$ cat config.mk
export PLATFORM = sky130hd
export DESIGN_NAME = lpsc_top
export DESIGN_NICKNAME = d
export VERILOG_FILES = /design/src/lpsc_pkg.sv /design/src/lpsc_top.sv
export VERILOG_INCLUDE_DIRS = /design/src
export SDC_FILE = /design/constraint.sdc
export NUM_CORES = 1
export LEC_CHECK = 0
export ABC_AREA = 1
export BUFFER_PORTS_ARGS = -buffer_cell sky130_fd_sc_hd__buf_2
export CAP_MARGIN = 20
export CORE_AREA = 3 3 56 71
export CTS_CLUSTER_DIAMETER = 200
export CTS_CLUSTER_SIZE = 30
export DETAILED_ROUTE_END_ITERATION = 6
export DIE_AREA = 0 0 59 74
export GPL_TIMING_DRIVEN = 0
export PLACE_DENSITY = 0.75
export SYNTH_ARGS = -nofsm -noshare
export SYNTH_HDL_FRONTEND = slang
export SYNTH_SLANG_ARGS = --single-unit
$ cat constraint.sdc
create_clock -name pclk -period 1.6 [get_ports pclk]
set_input_delay 0.32 -clock pclk [delete_from_list [all_inputs] [get_ports pclk]]
set_output_delay 0.32 -clock pclk [all_outputs]
set_load 0.05 [all_outputs]
$ cat src/lpsc_map.svh
// Purpose: Offsets, field positions and reset values of the shuttle block.
// Assumes: Included by the shuttle package users only.
// Notes:   Definitions only.
`ifndef LPSC_MAP_SVH
`define LPSC_MAP_SVH

`define LPSC_STATUS_OFF    12'h000
`define LPSC_CTRL_OFF      12'h004

`define LPSC_ST_ON_BIT     0
`define LPSC_ST_NOQS_BIT   1
`define LPSC_ST_STILL_BIT  2
`define LPSC_ST_PLUS_BIT   4
`define LPSC_ST_MINUS_BIT  5

`define LPSC_CTRL_EN_BIT   0
`define LPSC_CTRL_RST      32'h0000_0001

`define LPSC_SYNC_RST      2'h3

`endif

$ cat src/lpsc_pkg.sv
// Purpose: Types shared by the limit position shuttle block.
// Assumes: Nothing beyond a SystemVerilog tool.
// Notes:   Constants live in lpsc_map.svh.
`default_nettype none

package lpsc_pkg;

  typedef enum logic [1:0] {
    LPSC_IDLE,
    LPSC_MOVE,
    LPSC_QSTOP,
    LPSC_REST
  } lpsc_state_t;

  typedef struct packed {
    logic start;
    logic plus_act;
    logic minus_act;
  } lpsc_pins_t;

  typedef struct packed {
    logic motor_on;
    logic no_quick_stop;
    logic dir_minus;
  } lpsc_drive_t;

endpackage : lpsc_pkg

`default_nettype wire

$ cat src/lpsc_top.sv
// Purpose: Limit position shuttle sequencer with an APB status port.
// Assumes: One clock pclk at 200 MHz; asynchronous active-low presetn.
// Notes:   Speed setpoint sign and standstill come from on-clock logic.
//
// Function
// (RULE1) Active end switch reached: request quick stop.
// (RULE2) Resting at an end: start opposite end.
// (RULE3) No end reached: setpoint sign picks direction; code uses it for the first start after reset only, later starts reverse.
// (RULE4) Only start rising edge is a command.
// (RULE5) Start input active high.
// (RULE6) End switch inputs active low.
// (RULE7) Status bit 0 high permits motor on.
// (RULE8) Status bit 1 low requests quick stop.
// (RULE9) Status bit 2 high at standstill; code holds it low while in LPSC_MOVE.
// (RULE10) Status bits 4, 5 show switches actuated.
// (RULE11) Synchronise inputs before edge detection.
`include "lpsc_map.svh"
`default_nettype none

module lpsc_top (
  input  wire logic        pclk,
  input  wire logic        presetn,
  input  wire logic        ce,
  input  wire logic        psel,
  input  wire logic        penable,
  input  wire logic        pwrite,
  input  wire logic [11:0] paddr,
  input  wire logic [31:0] pwdata,
  output logic      [31:0] prdata,
  output logic             pready,
  output logic             pslverr,
  input  wire logic        start_in,
  input  wire logic        plus_end_sw_n,
  input  wire logic        minus_end_sw_n,
  input  wire logic        setpoint_neg,
  input  wire logic        at_standstill,
  output logic             normal_stop_cmd_n,
  output logic             quick_stop_cmd_n,
  output logic             dir_minus
);

  // Register decode is used by both the read and the write path.
  function automatic logic [1:0] lpsc_decode(input logic [11:0] addr);
    logic [1:0] hit;
    hit = 2'h0;
    if (addr == `LPSC_STATUS_OFF) begin
      hit = 2'h1;
    end else if (addr == `LPSC_CTRL_OFF) begin
      hit = 2'h2;
    end
    return hit;
  endfunction : lpsc_decode

  logic [1:0]                s1_q [3];
  lpsc_pkg::lpsc_pins_t      pins;
  logic                      start_d1_q;
  logic                      start_rise;
  lpsc_pkg::lpsc_state_t     state_q;
  lpsc_pkg::lpsc_state_t     state_d;
  logic                      dir_q;
  logic                      dir_d;
  logic                      moved_q;
  logic                      en_q;
  lpsc_pkg::lpsc_drive_t     drv_q;
  lpsc_pkg::lpsc_drive_t     drv_d;
  logic [15:0]               status;
  logic [1:0]                hit;
  logic                      setup;
  logic                      pins_raw [3];

  // Pins come from outside the clock domain, so each passes two flops.
  assign pins_raw[0] = start_in;
  assign pins_raw[1] = plus_end_sw_n;
  assign pins_raw[2] = minus_end_sw_n;

  for (genvar i = 0; i < 3; i++) begin : g_sync
    always_ff @(posedge pclk or negedge presetn) begin
      if (!presetn) begin
        s1_q[i] <= `LPSC_SYNC_RST;
      end else if (ce) begin
        s1_q[i] <= {s1_q[i][0], pins_raw[i]};  // [RULE11]
      end
    end
  end

  // Only the second stage is read; the start synchroniser resets high so
  // that a start held at reset is not taken as a command.
  assign pins.start     = s1_q[0][1];              // [RULE5]
  assign pins.plus_act  = ~s1_q[1][1];             // [RULE6]
  assign pins.minus_act = ~s1_q[2][1];             // [RULE6]

  always_ff @(posedge pclk or negedge presetn) begin
    if (!presetn) begin
      start_d1_q <= 1'b1;
    end else if (ce) begin
      start_d1_q <= pins.start;
    end
  end

  assign start_rise = pins.start & ~start_d1_q;    // [RULE4] [RULE11]

  // Sequencer: direction choice and stop requests.
  always_comb begin
    state_d = state_q;
    dir_d   = dir_q;
    case (state_q)
      lpsc_pkg::LPSC_IDLE,
      lpsc_pkg::LPSC_REST: begin
        if (en_q && start_rise) begin            // [RULE4]
          state_d = lpsc_pkg::LPSC_MOVE;
          if (pins.plus_act) begin
            dir_d = 1'b1;                        // [RULE2]
          end else if (pins.minus_act) begin
            dir_d = 1'b0;                        // [RULE2]
          end else if (!moved_q) begin
            dir_d = setpoint_neg;                // [RULE3]
          end else begin
            dir_d = ~dir_q;                      // [RULE2]
          end
        end
      end
      lpsc_pkg::LPSC_MOVE: begin
        if (!en_q) begin
          state_d = lpsc_pkg::LPSC_IDLE;
        end else if (dir_q ? pins.minus_act : pins.plus_act) begin
          state_d = lpsc_pkg::LPSC_QSTOP;        // [RULE1]
        end
      end
      lpsc_pkg::LPSC_QSTOP: begin
        if (at_standstill) begin
          state_d = lpsc_pkg::LPSC_REST;
        end
      end
      default: begin
        state_d = lpsc_pkg::LPSC_IDLE;
      end
    endcase
  end

  always_ff @(posedge pclk or negedge presetn) begin
    if (!presetn) begin
      state_q <= lpsc_pkg::LPSC_IDLE;
      dir_q   <= 1'b0;
    end else if (ce) begin
      state_q <= state_d;
      dir_q   <= dir_d;
    end
  end

  // The power-up direction from the setpoint sign applies only once.
  always_ff @(posedge pclk or negedge presetn) begin
    if (!presetn) begin
      moved_q <= 1'b0;
    end else if (ce && state_d == lpsc_pkg::LPSC_MOVE) begin
      moved_q <= 1'b1;                           // [RULE3]
    end
  end

  // Drive requests follow the next state so they are flops, not gates.
  always_comb begin
    drv_d.motor_on      = (state_d == lpsc_pkg::LPSC_MOVE) ||
                          (state_d == lpsc_pkg::LPSC_QSTOP);  // [RULE7]
    drv_d.no_quick_stop = (state_d != lpsc_pkg::LPSC_QSTOP);  // [RULE1]
    drv_d.dir_minus     = dir_d;
  end

  always_ff @(posedge pclk or negedge presetn) begin
    if (!presetn) begin
      drv_q <= '{motor_on: 1'b0, no_quick_stop: 1'b1, dir_minus: 1'b0};
    end else if (ce) begin
      drv_q <= drv_d;
    end
  end

  assign normal_stop_cmd_n = drv_q.motor_on;
  assign quick_stop_cmd_n  = drv_q.no_quick_stop;
  assign dir_minus         = drv_q.dir_minus;

  // Status word assembled from flops, synchronised switch levels and the raw at_standstill input.
  always_comb begin
    status                      = 16'h0000;
    status[`LPSC_ST_ON_BIT]     = drv_q.motor_on;          // [RULE7]
    status[`LPSC_ST_NOQS_BIT]   = drv_q.no_quick_stop;     // [RULE8]
    status[`LPSC_ST_STILL_BIT]  = at_standstill &
                                  (state_q != lpsc_pkg::LPSC_MOVE); // [RULE9]
    status[`LPSC_ST_PLUS_BIT]   = pins.plus_act;           // [RULE10]
    status[`LPSC_ST_MINUS_BIT]  = pins.minus_act;          // [RULE10]
  end

  // APB slave: one wait-free access phase, answered from flops.
  assign hit   = lpsc_decode(paddr);
  assign setup = psel & ~penable;

  always_ff @(posedge pclk or negedge presetn) begin
    if (!presetn) begin
      pready  <= 1'b0;
      pslverr <= 1'b0;
      prdata  <= 32'h0000_0000;
    end else if (ce) begin
      pready  <= setup;
      pslverr <= setup & ((hit == 2'h0) | (pwrite & hit == 2'h1));
      if (setup && !pwrite && hit == 2'h1) begin
        prdata <= {16'h0000, status};
      end else if (setup && !pwrite && hit == 2'h2) begin
        prdata <= {31'h0000_0000, en_q};
      end else begin
        prdata <= 32'h0000_0000;
      end
    end
  end

  // Disabling stops the shuttle with a normal stop when it is moving.
  always_ff @(posedge pclk or negedge presetn) begin
    if (!presetn) begin
      en_q <= 1'(`LPSC_CTRL_RST);
    end else if (ce && psel && penable && pready && pwrite &&
                 hit == 2'h2) begin
      en_q <= pwdata[`LPSC_CTRL_EN_BIT];
    end
  end

endmodule : lpsc_top

`default_nettype wire

==> report_table.html, run 1 <==
<table>
<tr><th>Metric</th><th>Value</th></tr>
<tr><th colspan="2">Pwr</th></tr>
<tr><td>Internal portion of total power</td><td>1.27 mW</td></tr>
<tr><td>Leak</td><td>1.03 nW</td></tr>
<tr><td>Switching power total</td><td>0.944 mW</td></tr>
<tr><td>Switching share of total power</td><td>0.426</td></tr>
<tr><td>Fraction of power consumed by sequential logic</td><td>0.316</td></tr>
<tr><td>Share of total power in combinational logic</td><td>0.527</td></tr>
<tr><td>Largest voltage drop on the vdd net</td><td>0.732 mV</td></tr>
<tr><td>Part of the total power dissipated in the clock network</td><td>0.157</td></tr>
<tr><td>Power density normalized to cell area</td><td>1250 nW/um^2</td></tr>
<tr><th colspan="2">Yosys</th></tr>
<tr><td>Xor/xnor cell area share of the yosys netlist</td><td>0</td></tr>
<tr><td>Number of register bits inferred by synthesis</td><td>21</td></tr>
<tr><td>Compound-cell area share of the yosys netlist</td><td>0.0496</td></tr>
<tr><td>Synth area leaders</td><td>sky130_fd_sc_hd__dfrtp_1 (23%), sky130_fd_sc_hd__dfstp_2 (18%), sky130_fd_sc_hd__buf_4 (15%)</td></tr>
<tr><td>Synth Area in Adders</td><td>0.0382</td></tr>
<tr><td>Synthesized area</td><td>1310 um^2</td></tr>
<tr><td>Proportion of synthesized area in mux cells</td><td>0</td></tr>
<tr><td>Dominant combinational cell family by area after synthesis</td><td>simple AND/OR/NAND/NOR gates</td></tr>
<tr><td>Mean Syn Cell Area</td><td>7.49 um^2</td></tr>
<tr><td>Top cell type's share of synthesized area</td><td>0.229</td></tr>
<tr><td>Share of synthesized cell area in and, or, nand and nor gates</td><td>0.272</td></tr>
<tr><td>Syn Inst Count</td><td>175</td></tr>
<tr><td>Post-synthesis cell type with the largest combined area</td><td>sky130_fd_sc_hd__dfrtp_1</td></tr>
<tr><td>Share of synthesized area occupied by flip-flops and latches</td><td>0.409</td></tr>
<tr><td>Number of distinct library cells after synthesis</td><td>18</td></tr>
<tr><td>Yosys warns</td><td>0</td></tr>
<tr><th colspan="2">Critical path</th></tr>
<tr><td>Worst EP required</td><td>1.79 ns</td></tr>
<tr><td>Worst reg2reg setup slack</td><td>0.07 ns</td></tr>
<tr><td>Terminus of the critical flop-to-flop path</td><td>normal_stop_cmd_n</td></tr>
<tr><td>Startpoint types</td><td>flip-flop</td></tr>
<tr><td>Critical path class</td><td>flip-flop to flip-flop</td></tr>
<tr><td>Worst r2r src</td><td>state_q[1]</td></tr>
<tr><td>Worst setup EP type</td><td>flip-flop</td></tr>
<tr><td>Largest fanout on the critical path</td><td>4</td></tr>
<tr><td>Worst path arrival time</td><td>1.72 ns</td></tr>
<tr><td>Number of cells on the worst reg-to-reg path</td><td>10</td></tr>
<tr><th colspan="2">Drt</th></tr>
<tr><td>Initial DRC count</td><td>46</td></tr>
<tr><td>Total wire length after detailed routing</td><td>2790 um</td></tr>
<tr><td>Wire per inst</td><td>9.87 um</td></tr>
<tr><td>Post-route ant nets</td><td>0</td></tr>
<tr><td>Pre-antenna DRT Iters</td><td>4</td></tr>
<tr><td>Via count normalized by instance count</td><td>4.18</td></tr>
<tr><td>Remaining routing DRC violations</td><td>0</td></tr>
<tr><td>Overall via count from detail_route</td><td>1,184</td></tr>
<tr><th colspan="2">Run</th></tr>
<tr><td>Number of maximum-capacitance violations</td><td>0</td></tr>
<tr><th colspan="2">Place</th></tr>
<tr><td>Detailed placement HPWL</td><td>2050 um</td></tr>
<tr><td>Number of buffers inserted by port buffering</td><td>33</td></tr>
<tr><td>Gpl congestion</td><td>0.786</td></tr>
<tr><td>Number of cells in the design after placement</td><td>273</td></tr>
<tr><td>Area of placed instances</td><td>1620 um^2</td></tr>
<tr><td>DP Worst Slack</td><td>0.00131 ns</td></tr>
<tr><th colspan="2">Global routing</th></tr>
<tr><td>Pin count of the biggest net entering global routing</td><td>22</td></tr>
<tr><td>Number of global-route vias before repair</td><td>1,022</td></tr>
<tr><td>Global-route wire length before repair</td><td>4080 um</td></tr>
<tr><td>GRT Overall Usage</td><td>0.122</td></tr>
<tr><td>Initial antenna violation count</td><td>0</td></tr>
<tr><td>Overflow left after global routing</td><td>0</td></tr>
<tr><th colspan="2">STA</th></tr>
<tr><td>Setup tns final</td><td>0 ns</td></tr>
<tr><td>Worst hold margin</td><td>-0.00120 ns</td></tr>
<tr><td>Final count of pins violating max slew</td><td>0</td></tr>
<tr><td>Period utilization</td><td>0.954</td></tr>
<tr><td>Highest clock rate</td><td>655 MHz</td></tr>
<tr><td>Number of hold-slack violations in the final timing report</td><td>2</td></tr>
<tr><td>Skew final</td><td>0.00476 ns</td></tr>
<tr><td>Number of failing setup endpoints in the final timing report</td><td>0</td></tr>
<tr><td>Minimum setup slack in the final design</td><td>0.0732 ns</td></tr>
<tr><td>Time the worst path needs with I/O delays and setup</td><td>1.53 ns</td></tr>
<tr><th colspan="2">Clock network</th></tr>
<tr><td>Clk Tree Root Cell</td><td>sky130_fd_sc_hd__clkbuf_8</td></tr>
<tr><td>Number of clock buffers inserted by TritonCTS</td><td>3</td></tr>
<tr><td>H-tree depth</td><td>1</td></tr>
<tr><td>Register clock-pin slew on the reported worst setup and hold paths</td><td>0.07 ns</td></tr>
<tr><td>Clk Latency, worst-skew pair</td><td>0.26 ns</td></tr>
<tr><td>Deepest clock path buffer count</td><td>2</td></tr>
<tr><td>Clock tree from TritonCTS</td><td>done</td></tr>
<tr><td>Number of clock sinks</td><td>21</td></tr>
<tr><th colspan="2">Cells and area</th></tr>
<tr><td>Layout cells sized above 1</td><td>0.406</td></tr>
<tr><td>Final Non-Filler Cells</td><td>283</td></tr>
<tr><td>Cell area after layout</td><td>1780 um^2</td></tr>
<tr><td>P&amp;R area growth vs syn</td><td>35.8%</td></tr>
<tr><td>Final #Nets</td><td>304</td></tr>
<tr><td>Antenna cells</td><td>0</td></tr>
<tr><td>Final Util</td><td>0.520</td></tr>
<tr><td>Fillers</td><td>351</td></tr>
<tr><th colspan="2">Die</th></tr>
<tr><td>Die width</td><td>59 um</td></tr>
<tr><td>Starting density of the core</td><td>0.383</td></tr>
<tr><td>Row Count</td><td>24</td></tr>
<tr><td>Die Ht</td><td>74 um</td></tr>
<tr><td>Area of the core</td><td>3420 um^2</td></tr>
<tr><td>I/O Pins</td><td>92</td></tr>
<tr><td>Die Footprint</td><td>4370 um^2</td></tr>
<tr><th colspan="2">Hold path</th></tr>
<tr><td>Min-delay worst type</td><td>input port to asynchronous set/reset pin</td></tr>
<tr><th colspan="2">Outcome</th></tr>
<tr><td>Result of the run</td><td>finished with violations</td></tr>
<tr><td>Violations in the final reports</td><td>negative hold slack</td></tr>
</table>
area by class of cell:
type                       count  area [um^2]  area share
sequential                    21          538       0.302
timing repair buffer          39          214       0.120
clock buffer                   4         45.0      0.0253
inverter                      23         86.3      0.0485
tap                           39         48.8      0.0274
multi-input combinational    128          636       0.357
buffer                        29          213       0.119
how the worst max path moves through the flow:
stage | start | to | slack [ns]
6_report | state_q[1] | normal_stop_cmd_n | 0.07
2_1_floorplan | dir_minus | normal_stop_cmd_n | 0.11
4_1_cts | state_q[0] | normal_stop_cmd_n | 0.009
3_5_place_dp | state_q[0] | normal_stop_cmd_n | 0.001
3_3_place_gp | state_q[0] | normal_stop_cmd_n | 0.03
5_1_grt | state_q[1] | normal_stop_cmd_n | -0.02
cells in the final DEF (no fill, tap or decap), drive strengths merged:
cell and instances:
buf 68, nand2 51, conb 27, inv 23
nand3 16, o21ai 13, dfrtp 12, nor2 12
dfstp 9, ha 4, clkbuf 4, nand4 2
nor3 2, nand3b 1
critical path, cell delays in order (launching register included):
cell	delay [ns]
sky130_fd_sc_hd__dfrtp_2	0.44
sky130_fd_sc_hd__inv_2	0.10
sky130_fd_sc_hd__ha_4	0.13
sky130_fd_sc_hd__nand2_2	0.06
sky130_fd_sc_hd__nor2_2	0.12
sky130_fd_sc_hd__nand3_2	0.08
sky130_fd_sc_hd__nand3_2	0.08
sky130_fd_sc_hd__nand2_2	0.07
sky130_fd_sc_hd__inv_2	0.07
sky130_fd_sc_hd__ha_4	0.19
sky130_fd_sc_hd__o21ai_1	0.10
cells in the mapped netlist, drive strengths merged:
cell / instances
ha: 4
nand4: 2
inv: 23
buf: 29
conb: 1
nand2: 51
o21ai: 13
nor2: 12
nand3b: 1
nor3: 2
dfrtp: 12
nand3: 16
dfstp: 9
logic make-up after synthesis:
group	count (synthesis)
AOI/OAI and AO/OA	13
adders and majority gates	4
buffers and inverters	52
DFF	21
other	1
and+or+nand+nor	84
state kept, by name, summed over array words and instances (netlist names):
register and flops:
moved_q 1, dir_minus 1, en_q 1, pins 1, start_d1_q 1, pslverr 1, normal_stop_cmd_n 1, pready 1
s1_q 5, prdata 5, quick_stop_cmd_n 1, state_q 2
through the flow:
| stage | hold slack [ns] | power (mW) |
|---|---|---|
| after global routing | 0.0366 | 2.37 |
| after global placement | 0.293 | 1.51 |
| after detailed placement | 0.306 | 1.52 |
| final | -0.00120 | 2.22 |
| after CTS | 0.0145 | 1.91 |
| after floorplan | 0.0244 | 1.35 |
per-layer routing:
| metal | share of wire | GRT usage | vias up | wire length (um) |
|---|---|---|---|---|
| li1 | - | - | 623 | - |
| met1 | 0.40 | 0.134 | 516 | 1110 |
| met2 | 0.51 | 0.222 | 42 | 1410 |
| met3 | 0.082 | 0.0243 | 3 | 230 |
| met4 | 0.014 | 0.0529 | 0 | 40 |
| met5 | 0 | 0 | - | 0 |
power groups by stage:
stage	combinational, mW	sequential, mW	clock [mW]
detailed placement	0.823	0.696	0
global placement	0.816	0.691	0
CTS	0.865	0.683	0.364
floorplan	0.559	0.794	0
finish	1.17	0.702	0.347
global route	1.27	0.712	0.387
timing repair:
item                                    4_1_cts  5_1_grt
pin swaps                                     0        5
buffers inserted                              2        4
gates resized for setup                       0       17
hold buffers                                  0        0
hold endpoints to repair                      0        0
endpoints found under the setup margin        1        3
No activity file was read; power rests on OpenSTA's default activity.
==> run 2, diff against run 1 <==
--- a/config.mk
+++ b/config.mk
@@ -16,6 +16,7 @@
 export DIE_AREA = 0 0 59 74
 export GPL_TIMING_DRIVEN = 0
 export PLACE_DENSITY = 0.75
+export SETUP_SLACK_MARGIN = 0.5
 export SYNTH_ARGS = -nofsm -noshare
 export SYNTH_HDL_FRONTEND = slang
 export SYNTH_SLANG_ARGS = --single-unit
==> report_table.html, run 2 (synthesis results as in run 1) <==
<table>
<tr><th>Metric</th><th>Value</th></tr>
<tr><th colspan="2">Critical path</th></tr>
<tr><td>Worst EP required</td><td>1.75 ns (-0.04 ns)</td></tr>
<tr><td>Crit path largest cell delay</td><td>0.45 ns (about the same)</td></tr>
<tr><td>Worst setup EP type</td><td>flip-flop</td></tr>
<tr><td>Number of cells on the worst reg-to-reg path</td><td>9 (-1)</td></tr>
<tr><td>Largest fanout on the critical path</td><td>4 (unchanged)</td></tr>
<tr><td>CP dominant cell by count</td><td>sky130_fd_sc_hd__buf_4</td></tr>
<tr><td>End of the critical path</td><td>state_q[0]</td></tr>
<tr><td>Worst reg2reg setup slack</td><td>0.05 ns (-0.02 ns)</td></tr>
<tr><td>Worst path arrival time</td><td>1.70 ns (-0.02 ns)</td></tr>
<tr><td>Slowest CP cell</td><td>sky130_fd_sc_hd__dfrtp_2</td></tr>
<tr><td>Startpoint types</td><td>flip-flop</td></tr>
<tr><td>Terminus of the critical flop-to-flop path</td><td>state_q[0]</td></tr>
<tr><td>Critical path class</td><td>flip-flop to flip-flop</td></tr>
<tr><td>Launching element of the worst setup path</td><td>state_q[0]</td></tr>
<tr><td>Worst r2r src</td><td>state_q[0]</td></tr>
<tr><td>Critical path, cell by cell</td><td>inv_2, ha_4, inv_4, nand3_2, buf_4, buf_4, buf_4, nand3_1, nand2_1</td></tr>
<tr><th colspan="2">Clock network</th></tr>
<tr><td>Number of clock buffers inserted by TritonCTS</td><td>3 (unchanged)</td></tr>
<tr><td>Deepest clock path buffer count</td><td>2 (unchanged)</td></tr>
<tr><td>Clk Latency, worst-skew pair</td><td>0.26 ns (about the same)</td></tr>
<tr><td>Clock tree from TritonCTS</td><td>done</td></tr>
<tr><td>H-tree depth</td><td>1 (unchanged)</td></tr>
<tr><td>Count of hold-fix buffers inserted at cts</td><td>0 (unchanged)</td></tr>
<tr><td>Clk Tree Root Cell</td><td>sky130_fd_sc_hd__clkbuf_8</td></tr>
<tr><td>Register clock-pin slew on the reported worst setup and hold paths</td><td>0.08 ns (about the same)</td></tr>
<tr><td>Number of clock sinks</td><td>21 (unchanged)</td></tr>
<tr><th colspan="2">Global routing</th></tr>
<tr><td>Global-route wire length before repair</td><td>4910 um (+20%)</td></tr>
<tr><td>Busiest metal layer after global routing</td><td>met2</td></tr>
<tr><td>GRT Overall Usage</td><td>0.148 (+0.0261)</td></tr>
<tr><td>Number of global-route vias before repair</td><td>1,154 (+13%)</td></tr>
<tr><td>Overflow left after global routing</td><td>0 (unchanged)</td></tr>
<tr><td>Pin count of the biggest net entering global routing</td><td>22 (unchanged)</td></tr>
<tr><td>Fraction of met2 tracks used by global routing</td><td>0.265 (+0.0430)</td></tr>
<tr><td>Initial antenna violation count</td><td>0 (unchanged)</td></tr>
<tr><td>Met3 Usage GRT</td><td>0.0174 (-0.00694)</td></tr>
<tr><td>Met1 Use GR</td><td>0.166 (+0.0314)</td></tr>
<tr><th colspan="2">Pwr</th></tr>
<tr><td>Leak</td><td>1.12 nW (+9.1%)</td></tr>
<tr><td>Overall Power</td><td>2.55 mW (+15%)</td></tr>
<tr><td>Largest voltage drop on the vdd net</td><td>0.747 mV (+2.0%)</td></tr>
<tr><td>Power density normalized to cell area</td><td>1280 nW/um^2 (+2.8%)</td></tr>
<tr><th colspan="2">Die</th></tr>
<tr><td>Starting density of the core</td><td>0.383 (unchanged)</td></tr>
<tr><td>Die Ht</td><td>74 um (unchanged)</td></tr>
<tr><td>Die width</td><td>59 um (unchanged)</td></tr>
<tr><td>I/O Pins</td><td>92 (unchanged)</td></tr>
<tr><td>Die Footprint</td><td>4370 um^2 (unchanged)</td></tr>
<tr><td>Row Count</td><td>24 (unchanged)</td></tr>
<tr><td>Area of the core</td><td>3420 um^2 (unchanged)</td></tr>
<tr><th colspan="2">Drt</th></tr>
<tr><td>Wire per inst</td><td>11.2 um (+13%)</td></tr>
<tr><td>Via count normalized by instance count</td><td>4.38 (+4.6%)</td></tr>
<tr><td>Post-route ant nets</td><td>0 (unchanged)</td></tr>
<tr><td>Initial DRC count</td><td>34 (-26%)</td></tr>
<tr><td>Remaining routing DRC violations</td><td>0 (unchanged)</td></tr>
<tr><td>Overall via count from detail_route</td><td>1,295 (+9.4%)</td></tr>
<tr><td>Total wire length after detailed routing</td><td>3300 um (+18%)</td></tr>
<tr><td>Pre-antenna DRT Iters</td><td>4 (unchanged)</td></tr>
<tr><th colspan="2">STA</th></tr>
<tr><td>Number of failing setup endpoints in the final timing report</td><td>0 (unchanged)</td></tr>
<tr><td>Final count of pins violating max slew</td><td>0 (unchanged)</td></tr>
<tr><td>Skew final</td><td>0.00512 ns (+0.000362 ns)</td></tr>
<tr><td>Worst hold margin</td><td>0.00271 ns (+0.00391 ns)</td></tr>
<tr><td>Time the worst path needs with I/O delays and setup</td><td>1.55 ns (+0.0194 ns)</td></tr>
<tr><td>Period utilization</td><td>0.966 (+0.0121)</td></tr>
<tr><td>Highest clock rate</td><td>647 MHz (-1.3%)</td></tr>
<tr><td>Setup tns final</td><td>0 ns (unchanged)</td></tr>
<tr><td>Number of hold-slack violations in the final timing report</td><td>0 (-2)</td></tr>
<tr><td>Setup repair after global routing missed its margin</td><td>true</td></tr>
<tr><th colspan="2">Cells and area</th></tr>
<tr><td>Multi-input gate area</td><td>674 um^2 (+6.1%)</td></tr>
<tr><td>Flip-flop and latch area</td><td>542 um^2 (+0.70%)</td></tr>
<tr><td>Antenna cells</td><td>0 (unchanged)</td></tr>
<tr><td>Commonest non-fill, non-tap cells in the layout</td><td>sky130_fd_sc_hd__nand2_1 (45), sky130_fd_sc_hd__buf_4 (45), sky130_fd_sc_hd__conb_1 (27)</td></tr>
<tr><td>Final Util</td><td>0.581 (+0.0610)</td></tr>
<tr><td>Final #Nets</td><td>317 (+4.3%)</td></tr>
<tr><td>Layout cells sized above 1</td><td>0.479 (+0.0729)</td></tr>
<tr><td>Largest registers in the final layout</td><td>prdata (5), s1_q (5), state_q (2)</td></tr>
<tr><td>Fillers</td><td>316 (-10%)</td></tr>
<tr><td>P&amp;R area growth vs syn</td><td>51.7%</td></tr>
<tr><th colspan="2">Place</th></tr>
<tr><td>Detailed placement HPWL</td><td>2170 um (+5.7%)</td></tr>
<tr><td>Gpl congestion</td><td>0.852 (+8.4%)</td></tr>
<tr><td>Number of buffers inserted by port buffering</td><td>33 (unchanged)</td></tr>
<tr><th colspan="2">Hold path</th></tr>
<tr><td>Min-delay worst type</td><td>input port to asynchronous set/reset pin</td></tr>
<tr><th colspan="2">Outcome</th></tr>
<tr><td>Result of the run</td><td>complete, no violations</td></tr>
<tr><th colspan="2">Run</th></tr>
<tr><td>Number of maximum-capacitance violations</td><td>0 (unchanged)</td></tr>
</table>
-- run 2: changes by cell type in the layout (fill, tap and decap cells not counted), moves of 2 or more --
cell	previous run	this run
sky130_fd_sc_hd__buf_4	32	45
sky130_fd_sc_hd__buf_2	35	25
sky130_fd_sc_hd__buf_6	1	10
sky130_fd_sc_hd__dfrtp_1	11	8
sky130_fd_sc_hd__dfrtp_2	1	4
sky130_fd_sc_hd__nand2_1	48	45
sky130_fd_sc_hd__nand2_2	3	5
sky130_fd_sc_hd__nor3_1	2	0
sky130_fd_sc_hd__nor3_2	0	2
-- run 2: worst min path at each step --
| stage | end | slack (ns) |
|---|---|---|
| floorplan | dir_minus | 0.02 |
| global placement | prdata[0] | 0.29 |
| detailed placement | prdata[0] | 0.30 |
| CTS | prdata[5] | 0.02 |
| global route | prdata[1] | 0.04 |
| finish | prdata[5] | 0.003 |
-- run 2: what timing repair did --
item,in CTS,in global routing
gates resized for setup,34,13
buffers inserted,11,8
pin swaps,4,13
setup endpoints to repair,16,17
-- run 2: per-layer routing --
| metal | wire length (um) | vias to the layer above |
|---|---|---|
| met2 | 1760 | 54 |
| met3 | 217 | 7 |
| met4 | 65 | 0 |
| met5 | 0 | - |
| li1 | - | 650 |
| met1 | 1260 | 584 |
-- run 2: through the flow --
step | cells | setup WS, ns | area [um^2]
4_1_cts | 288 | 0.0879 | 1890
3_5_place_dp | 273 | -0.00134 | 1650
6_report | 296 | 0.0538 | 1990
3_3_place_gp | 273 | 0.0793 | 1650
5_1_grt | 296 | 0.0146 | 1990
2_1_floorplan | 201 | 0.186 | 1430
-- run 2: power by group --
group	leakage [nW]	internal (mW)	switching [mW]	total [mW]
clock	0.0228	0.178	0.178	0.356
sequential	0.242	0.634	0.0734	0.708
combinational	0.859	0.649	0.834	1.48
-- run 2: worst max-delay path, delay by kind of cell, from the launching register on --
family	cells	cell delay (ns)
DFF	1	0.45
adders and majority gates	1	0.23
buffers and inverters	5	0.55
and+or+nand+nor	3	0.21
-- run 2: layout make-up --
cell class | count | share of cell area
well taps | 39 | 0.0245
multi-input cells | 128 | 0.339
flip-flops and latches | 21 | 0.272
repair buffers | 52 | 0.190
plain buffers | 29 | 0.107
clock buffers | 4 | 0.0226
inverters | 23 | 0.0447
